[src/hw/ssi_pkg.sv]
// Constants and types shared by the speed sensor input stage
package ssi_pkg;
   localparam logic [7:0] SSI_OFS_CONTROL = 8'h00;
   localparam logic [7:0] SSI_OFS_INPUT_SELECT = 8'h04;
   localparam logic [7:0] SSI_OFS_STATUS = 8'h08;

   localparam int SSI_CTL_TES_LSB = 0;
   localparam int SSI_CTL_SENSOR = 2;
   localparam int SSI_CTL_PCN = 3;
   localparam int SSI_CTL_OFF_INPUT_DISCHARGE_SELECT = 4;
   localparam int SSI_CTL_DAC = 5;
   localparam int SSI_CTL_ALLPINS = 6;
   localparam int SSI_CTL_WIDTH = 7;
   localparam logic [SSI_CTL_WIDTH-1:0] SSI_CTL_RESET = 7'h00;

   localparam int SSI_ISEL_PRE_LSB = 0;
   localparam int SSI_ISEL_ACT_LSB = 2;
   localparam logic [1:0] SSI_ISEL_RESET = 2'h0;

   localparam int SSI_STAT_DIR = 0;
   localparam int SSI_STAT_MODE_LSB = 1;
   localparam int SSI_STAT_CMP = 6;

   localparam logic [1:0] SSI_IS_A = 2'h0;
   localparam logic [1:0] SSI_IS_B = 2'h1;
   localparam logic [1:0] SSI_IS_C = 2'h2;
   localparam logic [1:0] SSI_IS_ENC = 2'h3;

   localparam logic [1:0] SSI_TES_NONE = 2'h0;
   localparam logic [1:0] SSI_TES_RISE = 2'h1;
   localparam logic [1:0] SSI_TES_FALL = 2'h2;
   localparam logic [1:0] SSI_TES_BOTH = 2'h3;

   typedef enum logic [4:0] {
      SSI_MODE_NONE = 5'b00001,
      SSI_MODE_SENSORLESS = 5'b00010,
      SSI_MODE_POSITION = 5'b00100,
      SSI_MODE_TACHO = 5'b01000,
      SSI_MODE_ENCODER = 5'b10000
   } ssi_mode_type;

   typedef enum logic [2:0] {
      SSI_PIN_GPIO = 3'h0,
      SSI_PIN_DIGITAL = 3'h1,
      SSI_PIN_ANALOG = 3'h2,
      SSI_PIN_HIZ = 3'h3,
      SSI_PIN_GND = 3'h4
   } ssi_pin_type;
endpackage

[src/hw/ssi_input_stage.sv]
// Speed sensor input stage: pin conditioning, tacho edges, encoder clock and direction, APB registers
//
// Contract
// Tacho mode routes exactly one input, chosen by input_select 00 A, 01 B, 10 C.
// Tacho edge select 01 rising, 10 falling, 11 both edges make capture events.
// Software must not use edge select 00 for speed sensing.
// Unselected inputs in tacho mode are released as general-purpose I/O.
// Input select writes are preloaded and applied at the next commutation event.
// With direct access set, a written input select applies immediately.
// Input select 11 is encoder mode; phased signals arrive on inputs A and B.
// Encoder mode counts both edges of both inputs, ignoring edge select.
// Encoder direction flag is read-only and does not steer any counting.
// Direction flag samples input A on each falling edge of input B.
// With one encoder channel the encoder clock still runs at half rate.
// Mode decode: sensor bit and edge select pick position, sensorless or speed mode.
// Comparator off, edge select nonzero, select 11: all pins GPIO, comparator down.
// Comparator off, edge select 00, select below 11: comparator on, selected pin analog.
// Comparator off, edge select 00, select 11: all three pins GPIO.
// Sensorless: selected pin analog, others Hi-Z or ground per discharge select.
// Position mode reserves one to three pins as digital inputs, rest GPIO.
// Speed-sensor mode whenever edge select is not 00; with select 11 and the comparator off the code selects SSI_MODE_NONE instead.
// Inputs are synchronised, and each qualifying edge gives a one-cycle pulse.
//
// Added by the designer: the register offsets and the APB interface to the registers.
module ssi_input_stage
   import ssi_pkg::*;
(
   input wire logic pclk,
   input wire logic presetn,
   input wire logic psel,
   input wire logic penable,
   input wire logic pwrite,
   input wire logic [7:0] paddr,
   input wire logic [31:0] pwdata,
   output logic [31:0] prdata,
   output logic pready,
   output logic pslverr,
   input wire logic motor_input_a,
   input wire logic motor_input_b,
   input wire logic motor_input_c,
   input wire logic commutation_event,
   output logic capture_pulse,
   output logic encoder_clock_pulse,
   output logic encoder_direction_flag,
   output logic comparator_power_on,
   output logic [2:0] pin_func_a,
   output logic [2:0] pin_func_b,
   output logic [2:0] pin_func_c,
   output logic [4:0] block_mode
);

   function automatic logic [1:0] edges_of(input logic now, input logic old);
      edges_of = {old & ~now, now & ~old};
   endfunction

   function automatic logic [2:0] off_state(input logic off_input_discharge_select);
      off_state = off_input_discharge_select ? SSI_PIN_GND : SSI_PIN_HIZ;
   endfunction

   // Synchronisers: stage one is read only by stage two
   logic [2:0] sync1;
   logic [2:0] sync2;
   logic [2:0] last;
   logic [2:0] next_sync1;
   logic [2:0] next_sync2;
   logic [2:0] next_last;

   always_comb begin
      next_sync1 = {motor_input_c, motor_input_b, motor_input_a};
      next_sync2 = sync1;
      next_last = sync2;
   end

   always_ff @(posedge pclk or negedge presetn) begin
      if (!presetn) begin
         sync1 <= 3'h0;
         sync2 <= 3'h0;
         last <= 3'h0;
      end else begin
         sync1 <= next_sync1;
         sync2 <= next_sync2;
         last <= next_last;
      end
   end

   // Register file
   logic [SSI_CTL_WIDTH-1:0] control;
   logic [1:0] isel_pre;
   logic [1:0] isel_act;
   logic [SSI_CTL_WIDTH-1:0] next_control;
   logic [1:0] next_isel_pre;
   logic [1:0] next_isel_act;
   logic [31:0] next_prdata;
   logic next_pready;
   logic next_pslverr;
   logic wr_en;
   logic setup;
   logic mapped;
   logic [31:0] status_word;

   logic [1:0] tes;
   logic sensor;
   logic phase_comparator_off_bit;
   logic off_input_discharge_select;
   logic dac;
   logic allpins;

   always_comb begin
      tes = control[SSI_CTL_TES_LSB +: 2];
      sensor = control[SSI_CTL_SENSOR];
      phase_comparator_off_bit = control[SSI_CTL_PCN];
      off_input_discharge_select = control[SSI_CTL_OFF_INPUT_DISCHARGE_SELECT];
      dac = control[SSI_CTL_DAC];
      allpins = control[SSI_CTL_ALLPINS];
   end

   always_comb begin
      setup = psel & ~penable;
      wr_en = psel & penable & pready & pwrite;
      mapped = (paddr == SSI_OFS_CONTROL) || (paddr == SSI_OFS_INPUT_SELECT) || (paddr == SSI_OFS_STATUS);
      status_word = 32'h0;
      status_word[SSI_STAT_DIR] = encoder_direction_flag;
      status_word[SSI_STAT_MODE_LSB +: 5] = block_mode;
      status_word[SSI_STAT_CMP] = comparator_power_on;
      next_control = control;
      next_isel_pre = isel_pre;
      next_isel_act = isel_act;
      if (commutation_event) begin
         next_isel_act = isel_pre;
      end
      if (wr_en && paddr == SSI_OFS_CONTROL) begin
         next_control = pwdata[SSI_CTL_WIDTH-1:0];
      end
      if (wr_en && paddr == SSI_OFS_INPUT_SELECT) begin
         next_isel_pre = pwdata[SSI_ISEL_PRE_LSB +: 2];
         if (dac || commutation_event) begin
            next_isel_act = pwdata[SSI_ISEL_PRE_LSB +: 2];
         end
      end
      next_pready = setup;
      next_pslverr = setup & ~mapped;
      next_prdata = 32'h0;
      if (setup && !pwrite) begin
         case (paddr)
            SSI_OFS_CONTROL: begin
               next_prdata[SSI_CTL_WIDTH-1:0] = control;
            end
            SSI_OFS_INPUT_SELECT: begin
               next_prdata[SSI_ISEL_PRE_LSB +: 2] = isel_pre;
               next_prdata[SSI_ISEL_ACT_LSB +: 2] = isel_act;
            end
            SSI_OFS_STATUS: begin
               next_prdata = status_word;
            end
            default: begin
               next_prdata = 32'h0;
            end
         endcase
      end
   end

   always_ff @(posedge pclk or negedge presetn) begin
      if (!presetn) begin
         control <= SSI_CTL_RESET;
         isel_pre <= SSI_ISEL_RESET;
         isel_act <= SSI_ISEL_RESET;
         prdata <= 32'h0;
         pready <= 1'b0;
         pslverr <= 1'b0;
      end else begin
         control <= next_control;
         isel_pre <= next_isel_pre;
         isel_act <= next_isel_act;
         prdata <= next_prdata;
         pready <= next_pready;
         pslverr <= next_pslverr;
      end
   end

   // Mode and pin function decode
   ssi_mode_type mode;
   logic [2:0] func_a;
   logic [2:0] func_b;
   logic [2:0] func_c;
   logic cmp_on;
   logic [2:0] func_sel;
   logic [2:0] func_oth;

   always_comb begin
      mode = SSI_MODE_NONE;
      cmp_on = ~phase_comparator_off_bit | ((tes == SSI_TES_NONE) && (isel_act != SSI_IS_ENC));
      func_sel = SSI_PIN_GPIO;
      func_oth = SSI_PIN_GPIO;
      if (tes != SSI_TES_NONE) begin
         if (isel_act != SSI_IS_ENC) begin
            mode = SSI_MODE_TACHO;
            func_sel = SSI_PIN_DIGITAL;
            func_oth = SSI_PIN_GPIO;
         end else if (!phase_comparator_off_bit) begin
            mode = SSI_MODE_ENCODER;
         end else begin
            mode = SSI_MODE_NONE;
         end
      end else if (isel_act == SSI_IS_ENC) begin
         mode = SSI_MODE_NONE;
      end else if (phase_comparator_off_bit) begin
         mode = SSI_MODE_NONE;
         func_sel = SSI_PIN_ANALOG;
         func_oth = SSI_PIN_GPIO;
      end else if (sensor) begin
         mode = SSI_MODE_POSITION;
         func_sel = SSI_PIN_DIGITAL;
         func_oth = allpins ? SSI_PIN_DIGITAL : SSI_PIN_GPIO;
      end else begin
         mode = SSI_MODE_SENSORLESS;
         func_sel = SSI_PIN_ANALOG;
         func_oth = off_state(off_input_discharge_select);
      end
      func_a = (isel_act == SSI_IS_A) ? func_sel : func_oth;
      func_b = (isel_act == SSI_IS_B) ? func_sel : func_oth;
      func_c = (isel_act == SSI_IS_C) ? func_sel : func_oth;
      if (mode == SSI_MODE_ENCODER) begin
         func_a = SSI_PIN_DIGITAL;
         func_b = SSI_PIN_DIGITAL;
         func_c = SSI_PIN_GPIO;
      end
      if (mode == SSI_MODE_NONE && isel_act == SSI_IS_ENC) begin
         func_a = SSI_PIN_GPIO;
         func_b = SSI_PIN_GPIO;
         func_c = SSI_PIN_GPIO;
      end
   end

   // Edge qualification
   logic [1:0] edge_a;
   logic [1:0] edge_b;
   logic [1:0] edge_c;
   logic [1:0] edge_sel;
   logic next_capture;
   logic next_enc_clk;
   logic next_dir;

   always_comb begin
      edge_a = edges_of(sync2[0], last[0]);
      edge_b = edges_of(sync2[1], last[1]);
      edge_c = edges_of(sync2[2], last[2]);
      case (isel_act)
         SSI_IS_A: begin
            edge_sel = edge_a;
         end
         SSI_IS_B: begin
            edge_sel = edge_b;
         end
         SSI_IS_C: begin
            edge_sel = edge_c;
         end
         default: begin
            edge_sel = 2'h0;
         end
      endcase
      next_capture = 1'b0;
      next_enc_clk = 1'b0;
      next_dir = encoder_direction_flag;
      case (mode)
         SSI_MODE_TACHO: begin
            case (tes)
               SSI_TES_RISE: begin
                  next_capture = edge_sel[0];
               end
               SSI_TES_FALL: begin
                  next_capture = edge_sel[1];
               end
               SSI_TES_BOTH: begin
                  next_capture = |edge_sel;
               end
               default: begin
                  next_capture = 1'b0;
               end
            endcase
         end
         SSI_MODE_POSITION: begin
            next_capture = allpins ? (|edge_a | |edge_b | |edge_c) : |edge_sel;
         end
         SSI_MODE_ENCODER: begin
            // A lone channel still toggles the clock on its own edges, so half rate
            next_enc_clk = |edge_a | |edge_b;
            if (edge_b[1]) begin
               next_dir = sync2[0];
            end
         end
         default: begin
            next_capture = 1'b0;
         end
      endcase
   end

   always_ff @(posedge pclk or negedge presetn) begin
      if (!presetn) begin
         capture_pulse <= 1'b0;
         encoder_clock_pulse <= 1'b0;
         encoder_direction_flag <= 1'b0;
         comparator_power_on <= 1'b1;
         pin_func_a <= SSI_PIN_GPIO;
         pin_func_b <= SSI_PIN_GPIO;
         pin_func_c <= SSI_PIN_GPIO;
         block_mode <= SSI_MODE_NONE;
      end else begin
         capture_pulse <= next_capture;
         encoder_clock_pulse <= next_enc_clk;
         encoder_direction_flag <= next_dir;
         comparator_power_on <= cmp_on;
         pin_func_a <= func_a;
         pin_func_b <= func_b;
         pin_func_c <= func_c;
         block_mode <= mode;
      end
   end

endmodule

[config.mk]
export PLATFORM = sky130hd
export DESIGN_NAME = ssi_input_stage
export DESIGN_NICKNAME = d
export VERILOG_FILES = /design/src/hw/ssi_pkg.sv /design/src/hw/ssi_input_stage.sv
export SDC_FILE = /design/constraint.sdc
export NUM_CORES = 1
export LEC_CHECK = 0
export BUFFER_PORTS_ARGS = -buffer_cell sky130_fd_sc_hd__buf_2
export CAP_MARGIN = 20
export CORE_AREA = 2 2 73 75
export DETAILED_ROUTE_END_ITERATION = 8
export DIE_AREA = 0 0 75 77
export PLACE_DENSITY_LB_ADDON = 0.2
export SETUP_SLACK_MARGIN = 0.5
export SLEW_MARGIN = 20
export SYNTH_ARGS = -nofsm -noshare
export SYNTH_HDL_FRONTEND = slang
export SYNTH_SLANG_ARGS = --single-unit
[constraint.sdc]
create_clock -name pclk -period 1.86 [get_ports pclk]
set_input_delay 0.186 -clock pclk [delete_from_list [all_inputs] [get_ports pclk]]
set_output_delay 0.186 -clock pclk [all_outputs]
set_load 0.005 [all_outputs]
Word level (Yosys, flattened, before mapping)
Cells that the tools add are included.
Widths: inputs -> output; s select.
{"block": "op_classes", "shifts": 0, "mul": 0, "bitwise_logic": 23, "addsub": 0, "div_mod_pow": 0, "n_reduce_logical": 18, "muxes": 37, "magnitude_cmp": 0, "n_eq_ne": 13}
{"cell": "$mux 3", "count": 18}
{"cell": "$mux 5", "count": 3}
{"cell": "$mux 2", "count": 6}
{"cell": "$pmux 4 s3", "count": 1}
{"cell": "$and 1x1->1", "count": 11}
{"cell": "$not 1->1", "count": 9}
{"cell": "$eq 2x2->1 const B", "count": 4}
{"cell": "$eq 8x3->1 const B", "count": 1}
{"cell": "$eq 8x4->1 const B", "count": 1}
{"cell": "$logic_not 8->1", "count": 1}
{"cell": "$reduce_or 2->1", "count": 4}
{"cell": "$mux 7", "count": 1}
{"cell": "$pmux 2 s3", "count": 1}
{"cell": "$pmux 3 s2", "count": 1}
{"cell": "$eq 5x1->1 const B", "count": 1}
{"cell": "$eq 5x3->1 const B", "count": 1}
{"cell": "$eq 5x4->1 const B", "count": 1}
{"cell": "$eq 5x5->1 const B", "count": 1}
{"cell": "$logic_and 1x1->1", "count": 5}
{"cell": "$eq 2x1->1 const B", "count": 2}
{"cell": "$logic_not 2->1", "count": 2}
{"cell": "$mux 1", "count": 4}
{"cell": "$logic_or 1x1->1", "count": 3}
{"cell": "$or 1x1->1", "count": 3}
{"cell": "other kinds (6)", "count": 6}
{"block": "word_totals", "in_bits": 49, "mem_bits_rw": 0, "elab_cells": 108, "romBits": 0, "ff_bits": 72, "latchBits": 0, "out_inout_bits": 52, "n_memories": 0}

Longest topological paths before layout
Gate-level depths: netlist of run 1.
{"block": "depth", "ltp_word": 8, "ltp_mapped": 6, "depth_no_buf": 6}

Worst setup path before layout of run 1
Ideal clock, no wire load.
{"block": "synth_path", "kind": "input to register", "from": "in paddr[1]", "to": "reg isel_act[1]", "setup_ps": 126, "arrival_time_ps": 1843, "stages": 4, "path_slack_ps": -109, "t_required_ps": 1734, "cell_sequence": "or4_4 -> or4_4 -> mux2_4 -> a221o_1"}
{"block": "synth_between", "elab_chain_len": 3}
{"item": "start, declared", "line_no": "ssi_input_stage.sv:33", "rtl": "input wire logic [7:0] paddr,"}
{"item": "$eq 8x3->1", "line_no": "ssi_input_stage.sv:134", "rtl": "if (wr_en && paddr == SSI_OFS_INPUT_SELECT) begin"}
{"item": "$logic_and 1x1->1", "line_no": "ssi_input_stage.sv:134"}
{"item": "$mux 2", "line_no": "ssi_input_stage.sv:134"}
{"item": "via next_isel_act[1]", "line_no": "ssi_input_stage.sv:92", "rtl": "logic [1:0] next_isel_act;"}
{"item": "end signal, assigned", "line_no": "ssi_input_stage.sv:173", "rtl": "isel_act <= next_isel_act;"}
{"item": "end, declared", "line_no": "ssi_input_stage.sv:89", "rtl": "logic [1:0] isel_act;"}
The timed path passes the listed nets, and every way through them passes these cells.
A chain may end at the register's enable or synchronous reset.

Worst setup path after layout of run 1
Same ends and word-level chain as after synthesis.

==> results.json, run 1 <==
{
  "post_drt_wl_per_cell_um": 12.5,
  "max_cap_viol_count": 0,
  "synth_area_leaders": "dfrtp_1, buf_4, mux2i_1, mux2_2, nor2_1",
  "grt_max_degree": 26,
  "path_class": "input pin to flip-flop",
  "yosys.area.top_type": "dfrtp_1",
  "finClkSkew_ns": 0.00918,
  "period_share_pct": 94.8,
  "holdWs_ns": 0.116,
  "final_common_cell": "buf_2",
  "hold_viol": 0,
  "ys_ff_latch": 47,
  "yosys_warnings": 0,
  "vias_per_cell": 4.64,
  "die_w_um": 75,
  "yosys.cell_types.count": 37,
  "ios": 101,
  "status": "completed",
  "hold_depth": 2,
  "slew_headroom_pct": 65.1,
  "portBuffers": 50,
  "p_per_area_nw_per_um2": 670,
  "clkTransAtPathRegs_ns": 0.09,
  "start_kind": "input pin",
  "worst_pin_slew_ns": 0.524,
  "syn-cell-area_sq_um": 2250,
  "min_period_ns": 1.76,
  "layout_common_cells": "buf_2, dfrtp_1, conb_1",
  "critPathCaptureType": "flip-flop",
  "worstPathRequired_ns": 2.05,
  "rsz0062_at_grt": "yes",
  "antenna_found_initial": 0,
  "vdd_drop_max_mv": 0.504,
  "fp-row-count": 26,
  "ctsRootBufferMaster": "clkbuf_8",
  "min_from": "pwdata[2]",
  "reg2reg_depth": 4,
  "start_util_pct": 45.3,
  "setup_viol": 0,
  "dp_hpwl_mm": 3.22,
  "nFillCells": 442,
  "syn_avg_cell_area_sq_um": 10.6,
  "die_h_um": 77,
  "core_area_sq_um": 4980,
  "cp_max_fo": 2,
  "drcViolationCount": 0,
  "tns_ns": 0,
  "maxSlewViolCount": 0,
  "area_growth_pct": 30.0,
  "power.total_w": 0.00196,
  "clock.fmax_ghz": 0.567,
  "grt_pass1_vias": 1565,
  "drt_iter0_drc": 85,
  "drive_above_1_share_pct": 41.1,
  "syn_inst": 212,
  "clock_sinks": 47,
  "drt-total-wl_mm": 4.46,
  "drt_pre_antenna_iters": 4,
  "timing.rr.start": "pready",
  "ys_seq_area_share_pct": 52.3,
  "grt.total_usage_pct": 16.7,
  "cts_max_level": 2,
  "cts_tree": "yes",
  "r2r_setup_slack_ns": 0.15,
  "via_count": 1658,
  "cts_buffers": 5,
  "dp.cells": 332,
  "place.gp.congestion": 0.841,
  "final_nets": 341,
  "p_leak_nw": 1.47,
  "reg2reg_to": "isel_act[1]",
  "die_area_sq_um": 5780,
  "finalNonFillerCells": 357,
  "grt_first_pass_wirelength_mm": 7.47,
  "cp.arrival_ns": 1.96,
  "grt-ovfl-total": 0,
  "hold_class": "input pin to flip-flop",
  "clk_latency_ns": 0.30,
  "diodes": 0,
  "min_to": "control[2]",
  "clockBufferDepth": 2,
  "ant_nets": 0,
  "yosysTopAreaCellShare_pct": 50.0,
  "fin_util_pct": 58.9
}
-- cells in the mapped netlist (all sizes together) --
cell      n
dfrtp    45
buf      25
nor2     22
a21oi    14
inv      10
mux2     10
clkbuf    9
mux2i     9
nand2b    7
ha        6
nand2     6
nor3      6
o21ai     5
nor4      3
or3       3
or4       3
a221o     2
a31oi     2
and2      2
dfstp     2
nand3     2
nand3b    2
nand4     2
nor2b     2
o211ai    2
or2       2
a2111oi   1
a211o     1
a21boi    1
a22oi     1
a2bb2oi   1
and3      1
conb      1
nor3b     1
o22ai     1
-- kinds of logic after synthesis --
logic type	after synthesis	synth area share [%]
and+or+nand+nor	64	14.9
buffers and inverters	44	11.5
other	1	0.166
DFF	47	52.3
adders and majority gates	6	3.33
muxes	19	9.33
AOI/OAI and AO/OA	31	8.44
-- layer usage --
metal	track usage [%]	wire length, um	up-vias
met5	0	0	-
met4	3.21	11	0
met3	4.34	221	2
met2	26.8	2230	51
met1	22.5	2000	783
li1	-	-	822
-- layout make-up --
type	count	area, sq um	area share [%]
clock buffer	6	82.6	2.82
clock inverter	2	35.0	1.20
timing repair buffer	77	513	17.5
multi-input combinational	145	990	33.8
inverter	10	37.5	1.28
sequential	47	1180	40.4
tap	70	87.6	2.99
-- repair_timing --
action / 4_1_cts / 5_1_grt
gates resized for setup: 22 / 6
pin swaps: 14 / 3
hold buffers: 4 / 0
hold endpoints to repair: 23 / 0
setup endpoints to repair: 26 / 28
buffers inserted: 8 / 5
-- power breakdown --
part	switching (W)	internal, W	total, W
sequential	0.00000872	0.00104	0.00105
combinational	0.0000802	0.0000653	0.000145
clock	0.000336	0.000435	0.000771
-- worst max-delay path by stage --
| stage | startpoint | end | slack (ns) |
|---|---|---|---|
| 5_1_grt | paddr[1] | isel_act[1] | 0.07 |
| 3_3_place_gp | paddr[1] | isel_act[0] | -0.20 |
| 2_1_floorplan | paddr[1] | isel_act[1] | -0.08 |
| 4_1_cts | paddr[1] | isel_act[1] | 0.10 |
| 6_report | paddr[1] | isel_act[1] | 0.1 |
| 3_5_place_dp | paddr[1] | isel_act[0] | -0.22 |
-- per-stage QoR --
step	cell area (sq um)	setup slack (ns)
2_1_floorplan	2370	-0.0760
3_3_place_gp	2560	-0.197
3_5_place_dp	2560	-0.216
4_1_cts	2870	0.100
5_1_grt	2930	0.0742
6_report	2930	0.0966
-- flip-flops by register name (all words and copies together) (netlist names) --
register / count
block_mode: 5
last: 3
pin_func_c: 3
prdata: 7
comparator_power_on: 1
isel_pre: 2
encoder_direction_flag: 1
pin_func_a: 3
next_last: 3
next_sync2: 3
control: 7
pready: 1
pin_func_b: 3
pslverr: 1
isel_act: 2
capture_pulse: 1
encoder_clock_pulse: 1
-- worst max-delay path, cell delays in order --
cell and delay, ns:
buf_6 0.09, or4_4 0.53, or4_4 0.52, mux2_4 0.32
a221o_1 0.31
(Power assumes the default switching activity.)
==> inputs of run 2 (changes only) <==
--- a/config.mk
+++ b/config.mk
@@ -5,7 +5,7 @@
 export SDC_FILE = /design/constraint.sdc
 export NUM_CORES = 1
 export LEC_CHECK = 0
-export BUFFER_PORTS_ARGS = -buffer_cell sky130_fd_sc_hd__buf_2
+export BUFFER_PORTS_ARGS = -buffer_cell sky130_fd_sc_hd__buf_4
 export CAP_MARGIN = 20
 export CORE_AREA = 2 2 73 75
 export DETAILED_ROUTE_END_ITERATION = 8
==> results.json, run 2 (synthesized netlist as in run 1, its figures left out) <==
{
  "die_h_um": 77,
  "cts_tree": "yes",
  "clkPwrFrac_pct": 36.0,
  "layout_common_cells": "buf_4, dfrtp_1, conb_1",
  "critPathCaptureType": "flip-flop",
  "drive_above_1_share_pct": 38.2,
  "place.gp.congestion": 0.838,
  "via_count": 1666,
  "p_per_area_nw_per_um2": 637,
  "start_util_pct": 45.3,
  "p_seq_share_pct": 55.5,
  "grt_first_pass_wirelength_mm": 7.55,
  "die_w_um": 75,
  "ant_nets": 0,
  "vdd_drop_max_mv": 0.596,
  "cp.arrival_ns": 1.94,
  "clockBufferDepth": 2,
  "portBuffers": 50,
  "antenna_found_initial": 0,
  "ios": 101,
  "vias_per_cell": 4.76,
  "finClkSkew_ns": 0.00612,
  "clkTransAtPathRegs_ns": 0.08,
  "post_drt_wl_per_cell_um": 13.1,
  "clock_sinks": 47,
  "pre_cts_slack_ns": -0.231,
  "dp_hpwl_mm": 3.29,
  "cts_max_level": 2,
  "ctsRootBufferMaster": "clkbuf_8",
  "grt_pass1_vias": 1582,
  "drt_pre_antenna_iters": 4,
  "status": "completed",
  "grt.total_usage_pct": 17.3,
  "drt_iter0_drc": 102,
  "multi_input_area_sq_um": 1000,
  "diodes": 0,
  "grt-ovfl-total": 0,
  "area_growth_pct": 31.4,
  "rsz0062_at_grt": "yes",
  "drcViolationCount": 0,
  "final_common_cell": "buf_4",
  "p_leak_nw": 1.47,
  "switching_share_pct": 22.9,
  "final_nets": 334,
  "p_sw_w": 0.000432,
  "setup_viol": 0,
  "period_share_pct": 94.4,
  "maxSlewViolCount": 0,
  "nFillCells": 439,
  "hold_viol": 0,
  "clk_latency_ns": 0.30,
  "core_area_sq_um": 4980,
  "die_area_sq_um": 5780,
  "worstPathRequired_ns": 2.05,
  "p_int_w": 0.00145,
  "cts_buffers": 5,
  "holdWs_ns": 0.112,
  "slew_headroom_pct": 62.8,
  "max_cap_viol_count": 0,
  "reg.largest.list": "control x7, prdata x7, block_mode x5",
  "path_class": "input pin to flip-flop",
  "fp-row-count": 26,
  "grt_max_degree": 48,
  "min_period_ns": 1.76,
  "regArea_sq_um": 1180,
  "worst_pin_slew_ns": 0.559,
  "clock.fmax_ghz": 0.570,
  "fin_ws_ns": 0.105,
  "drt-total-wl_mm": 4.58,
  "p_comb_share_pct": 8.4,
  "start_kind": "input pin",
  "cp_max_fo": 2,
  "hold_class": "input pin to flip-flop"
}
-- run 2: cell types whose count changed in the layout (fill, tap and decap cells not counted), moves of 2 or more --
cell / before / now
buf_4: 16 / 62
buf_6: 6 / 4
buf_2: 49 / 0
dfrtp_2: 5 / 1
buf_12: 2 / 0
dfrtp_1: 40 / 44
and2_4: 2 / 0
and2_1: 0 / 2
-- run 2: power groups by stage --
stage	logic [W]	registers [W]	clock network (W)
5_1_grt	0.000180	0.00105	0.000728
3_5_place_dp	0.000143	0.00107	0
3_3_place_gp	0.000141	0.00107	0
4_1_cts	0.000157	0.00105	0.000698
6_report	0.000159	0.00105	0.000680
2_1_floorplan	0.0000935	0.00107	0
-- run 2: worst paths after layout --
path | start | to | slack, ns | cells after the start
worst min-delay path | pwdata[4] | control[4] | 0.11 | 2
worst max register to register | pready | isel_act[0] | 0.16 | 4
worst min register to register | next_sync2[1] | next_last[1] | 0.35 | 0
max in group asynchronous | presetn | control[3] | 1.04 | 2
min in group asynchronous | presetn | prdata[6] | 0.42 | 2
worst max-delay path | paddr[1] | isel_act[0] | 0.10 | 5
-- run 2: per-layer routing --
layer | share of wire (%) | GRT usage (%)
met5 | 0 | 0
met4 | 2.1 | 6.61
met3 | 4.2 | 4.34
met2 | 50 | 27.4
met1 | 43 | 22.5
-- run 2: layout make-up --
class,instances,area share (%)
Sequential cell,47,39.8
Clock inverter,1,0.253
Tap cell,70,2.96
Inverter,10,1.27
Multi-Input combinational cell,145,33.8
Timing Repair Buffer,70,18.6
Clock buffer,7,3.25
-- run 2: critical path, stage by stage --
cell     delay, ns
buf_6         0.09
or4_4         0.52
or4_4         0.53
mux2_4        0.33
a221o_1       0.28
-- run 2: what timing repair did --
action / 4_1_cts / 5_1_grt
buffers inserted: 4 / 3
hold buffers: 4 / 0
resized for setup: 17 / 6
setup endpoints to repair: 26 / 29
endpoints found under the hold margin: 48 / 0
pin swaps: 10 / 4
-- run 2: through the flow --
step | instances | total power (W) | setup TNS [ns] | utilization, % | area (sq um)
after CTS | 347 | 0.00190 | 0 | 58.4 | 2910
after global routing | 350 | 0.00196 | 0 | 59.5 | 2960
after floorplan | 236 | 0.00116 | -0.152 | - | 2370
final | 350 | 0.00189 | 0 | 59.5 | 2960
after detailed placement | 331 | 0.00121 | -1.23 | 53.6 | 2670
after global placement | 331 | 0.00121 | -0.997 | 53.6 | 2670
==> inputs of run 3 (changes only) <==
--- a/config.mk
+++ b/config.mk
@@ -11,6 +11,7 @@
 export DETAILED_ROUTE_END_ITERATION = 8
 export DIE_AREA = 0 0 75 77
 export PLACE_DENSITY_LB_ADDON = 0.2
+export REMOVE_ABC_BUFFERS = 1
 export SETUP_SLACK_MARGIN = 0.5
 export SLEW_MARGIN = 20
 export SYNTH_ARGS = -nofsm -noshare
==> results.json, run 3 (synthesized netlist as in run 1, its figures left out) <==
{
  "antenna_found_initial": 0,
  "status": "completed",
  "max_cap_viol_count": 0,
  "topRoutingLayerUsed": "met4",
  "rsz0062_at_grt": "yes",
  "worst_pin_slew_ns": 0.583,
  "core_area_sq_um": 4980,
  "finClkSkew_ns": 0.00467,
  "cts_buffers": 5,
  "final_common_cell": "buf_4",
  "setup_viol": 0,
  "portBuffers": 50,
  "grt_max_degree": 48,
  "grt-ovfl-total": 0,
  "clkTransAtPathRegs_ns": 0.09,
  "path_class": "input pin to flip-flop",
  "die_w_um": 75,
  "dr_wl_met2_mm": 2.31,
  "layout_common_cells": "buf_4, dfrtp_1, conb_1",
  "p_leak_nw": 1.50,
  "clockBufferDepth": 2,
  "drcViolationCount": 0,
  "clock_sinks": 47,
  "final_nets": 339,
  "hold_class": "input pin to flip-flop",
  "ios": 101,
  "cp.arrival_ns": 1.94,
  "min_period_ns": 1.75,
  "ctsRootBufferMaster": "clkbuf_8",
  "drt-total-wl_mm": 4.54,
  "pre_cts_slack_ns": -0.281,
  "nFillCells": 408,
  "area_growth_pct": 34.8,
  "cp_max_fo": 2,
  "p_per_area_nw_per_um2": 612,
  "dp.cells": 330,
  "clk_latency_ns": 0.30,
  "holdWs_ns": 0.109,
  "slew_headroom_pct": 61.1,
  "stdcell_area_sq_um": 3040,
  "drive_above_1_share_pct": 40.7,
  "die_h_um": 77,
  "r2r_setup_slack_ns": 0.19,
  "diodes": 0,
  "fp-row-count": 26,
  "fin_ws_ns": 0.111,
  "via_count": 1683,
  "vdd_drop_max_mv": 0.409,
  "met1_length_mm": 1.92,
  "cts_max_level": 2,
  "drt_iter0_drc": 63,
  "post_drt_wl_per_cell_um": 12.8,
  "drt_pre_antenna_iters": 4,
  "grt_first_pass_wirelength_mm": 7.44,
  "grt_pass1_vias": 1555,
  "finalNonFillerCells": 355,
  "placed_cell_area_sq_um": 2650,
  "place.gp.congestion": 0.785,
  "start_util_pct": 45.3,
  "power.total_w": 0.00186,
  "reg.largest.list": "control x7, prdata x7, block_mode x5",
  "grt.total_usage_pct": 16.9,
  "vias_per_cell": 4.74,
  "maxSlewViolCount": 0,
  "route.met3.wl_um": 255,
  "cts_tree": "yes",
  "dp_hpwl_mm": 3.08,
  "clock.fmax_ghz": 0.572,
  "ant_nets": 0,
  "worstPathRequired_ns": 2.05,
  "hold_viol": 0,
  "critPathCaptureType": "flip-flop",
  "start_kind": "input pin",
  "die_area_sq_um": 5780,
  "period_share_pct": 94.0
}
==> run 3: cell count changes in the layout (fill, tap and decap cells not counted), moves of 2 or more <==
| cell | before | now |
|---|---|---|
| buf_6 | 4 | 9 |
| a21oi_1 | 14 | 10 |
| a21oi_2 | 0 | 4 |
| nor2_2 | 4 | 1 |
| and2_1 | 2 | 0 |
| and2_4 | 0 | 2 |
| nor2_1 | 17 | 19 |
==> run 3: layout make-up <==
cell class	count	area (sq um)	area share, %
tap	70	87.6	2.88
inverter	10	37.5	1.24
multi-input combinational	145	1010	33.4
clock inverter	2	16.3	0.536
timing repair buffer	75	619	20.4
sequential	47	1180	38.9
clock buffer	6	82.6	2.72
==> run 3: worst max-delay path: stages <==
cell,delay [ns]
buf_6,0.09
or4_4,0.53
or4_4,0.52
mux2_4,0.32
a221o_1,0.29
==> run 3: what timing repair did <==
| action | in CTS | in global routing |
|---|---|---|
| endpoints found under the hold margin | 48 | 0 |
| setup endpoints to repair | 25 | 25 |
| pin swaps | 4 | 9 |
| hold buffers | 4 | 0 |
| resized for setup | 18 | 19 |
| setup buffers | 11 | 2 |
==> run 3: stage by stage <==
stage	utilization, %	TNS [ns]
finish	61.0	0
global placement	53.1	-0.507
global route	61.0	0
detailed placement	53.1	-0.548
CTS	59.2	0
floorplan	-	-0.218
==> run 3: layer usage <==
metal	GRT usage (%)	up-vias
li1	-	819
met4	4.82	0
met1	21.4	808
met5	0	-
met3	4.34	5
met2	27.9	51
==> run 3: report_power, final <==
group	total [W]	switching, W	internal (W)
combinational	0.000155	0.0000812	0.0000736
clock	0.000656	0.000352	0.000304
sequential	0.00105	0.00000877	0.00104
total	0.00186	0.000442	0.00142
==> run 3: path summary, 6_finish.rpt <==
kind,startpoint,end,cells past startpoint
setup / recovery,paddr[1],isel_act[1],5
hold / removal,pwdata[6],control[6],2
setup reg to reg,pready,isel_act[1],4
hold reg to reg,next_sync2[2],next_last[2],0
max in group asynchronous,presetn,control[2],2
min in group asynchronous,presetn,pin_func_c[0],2
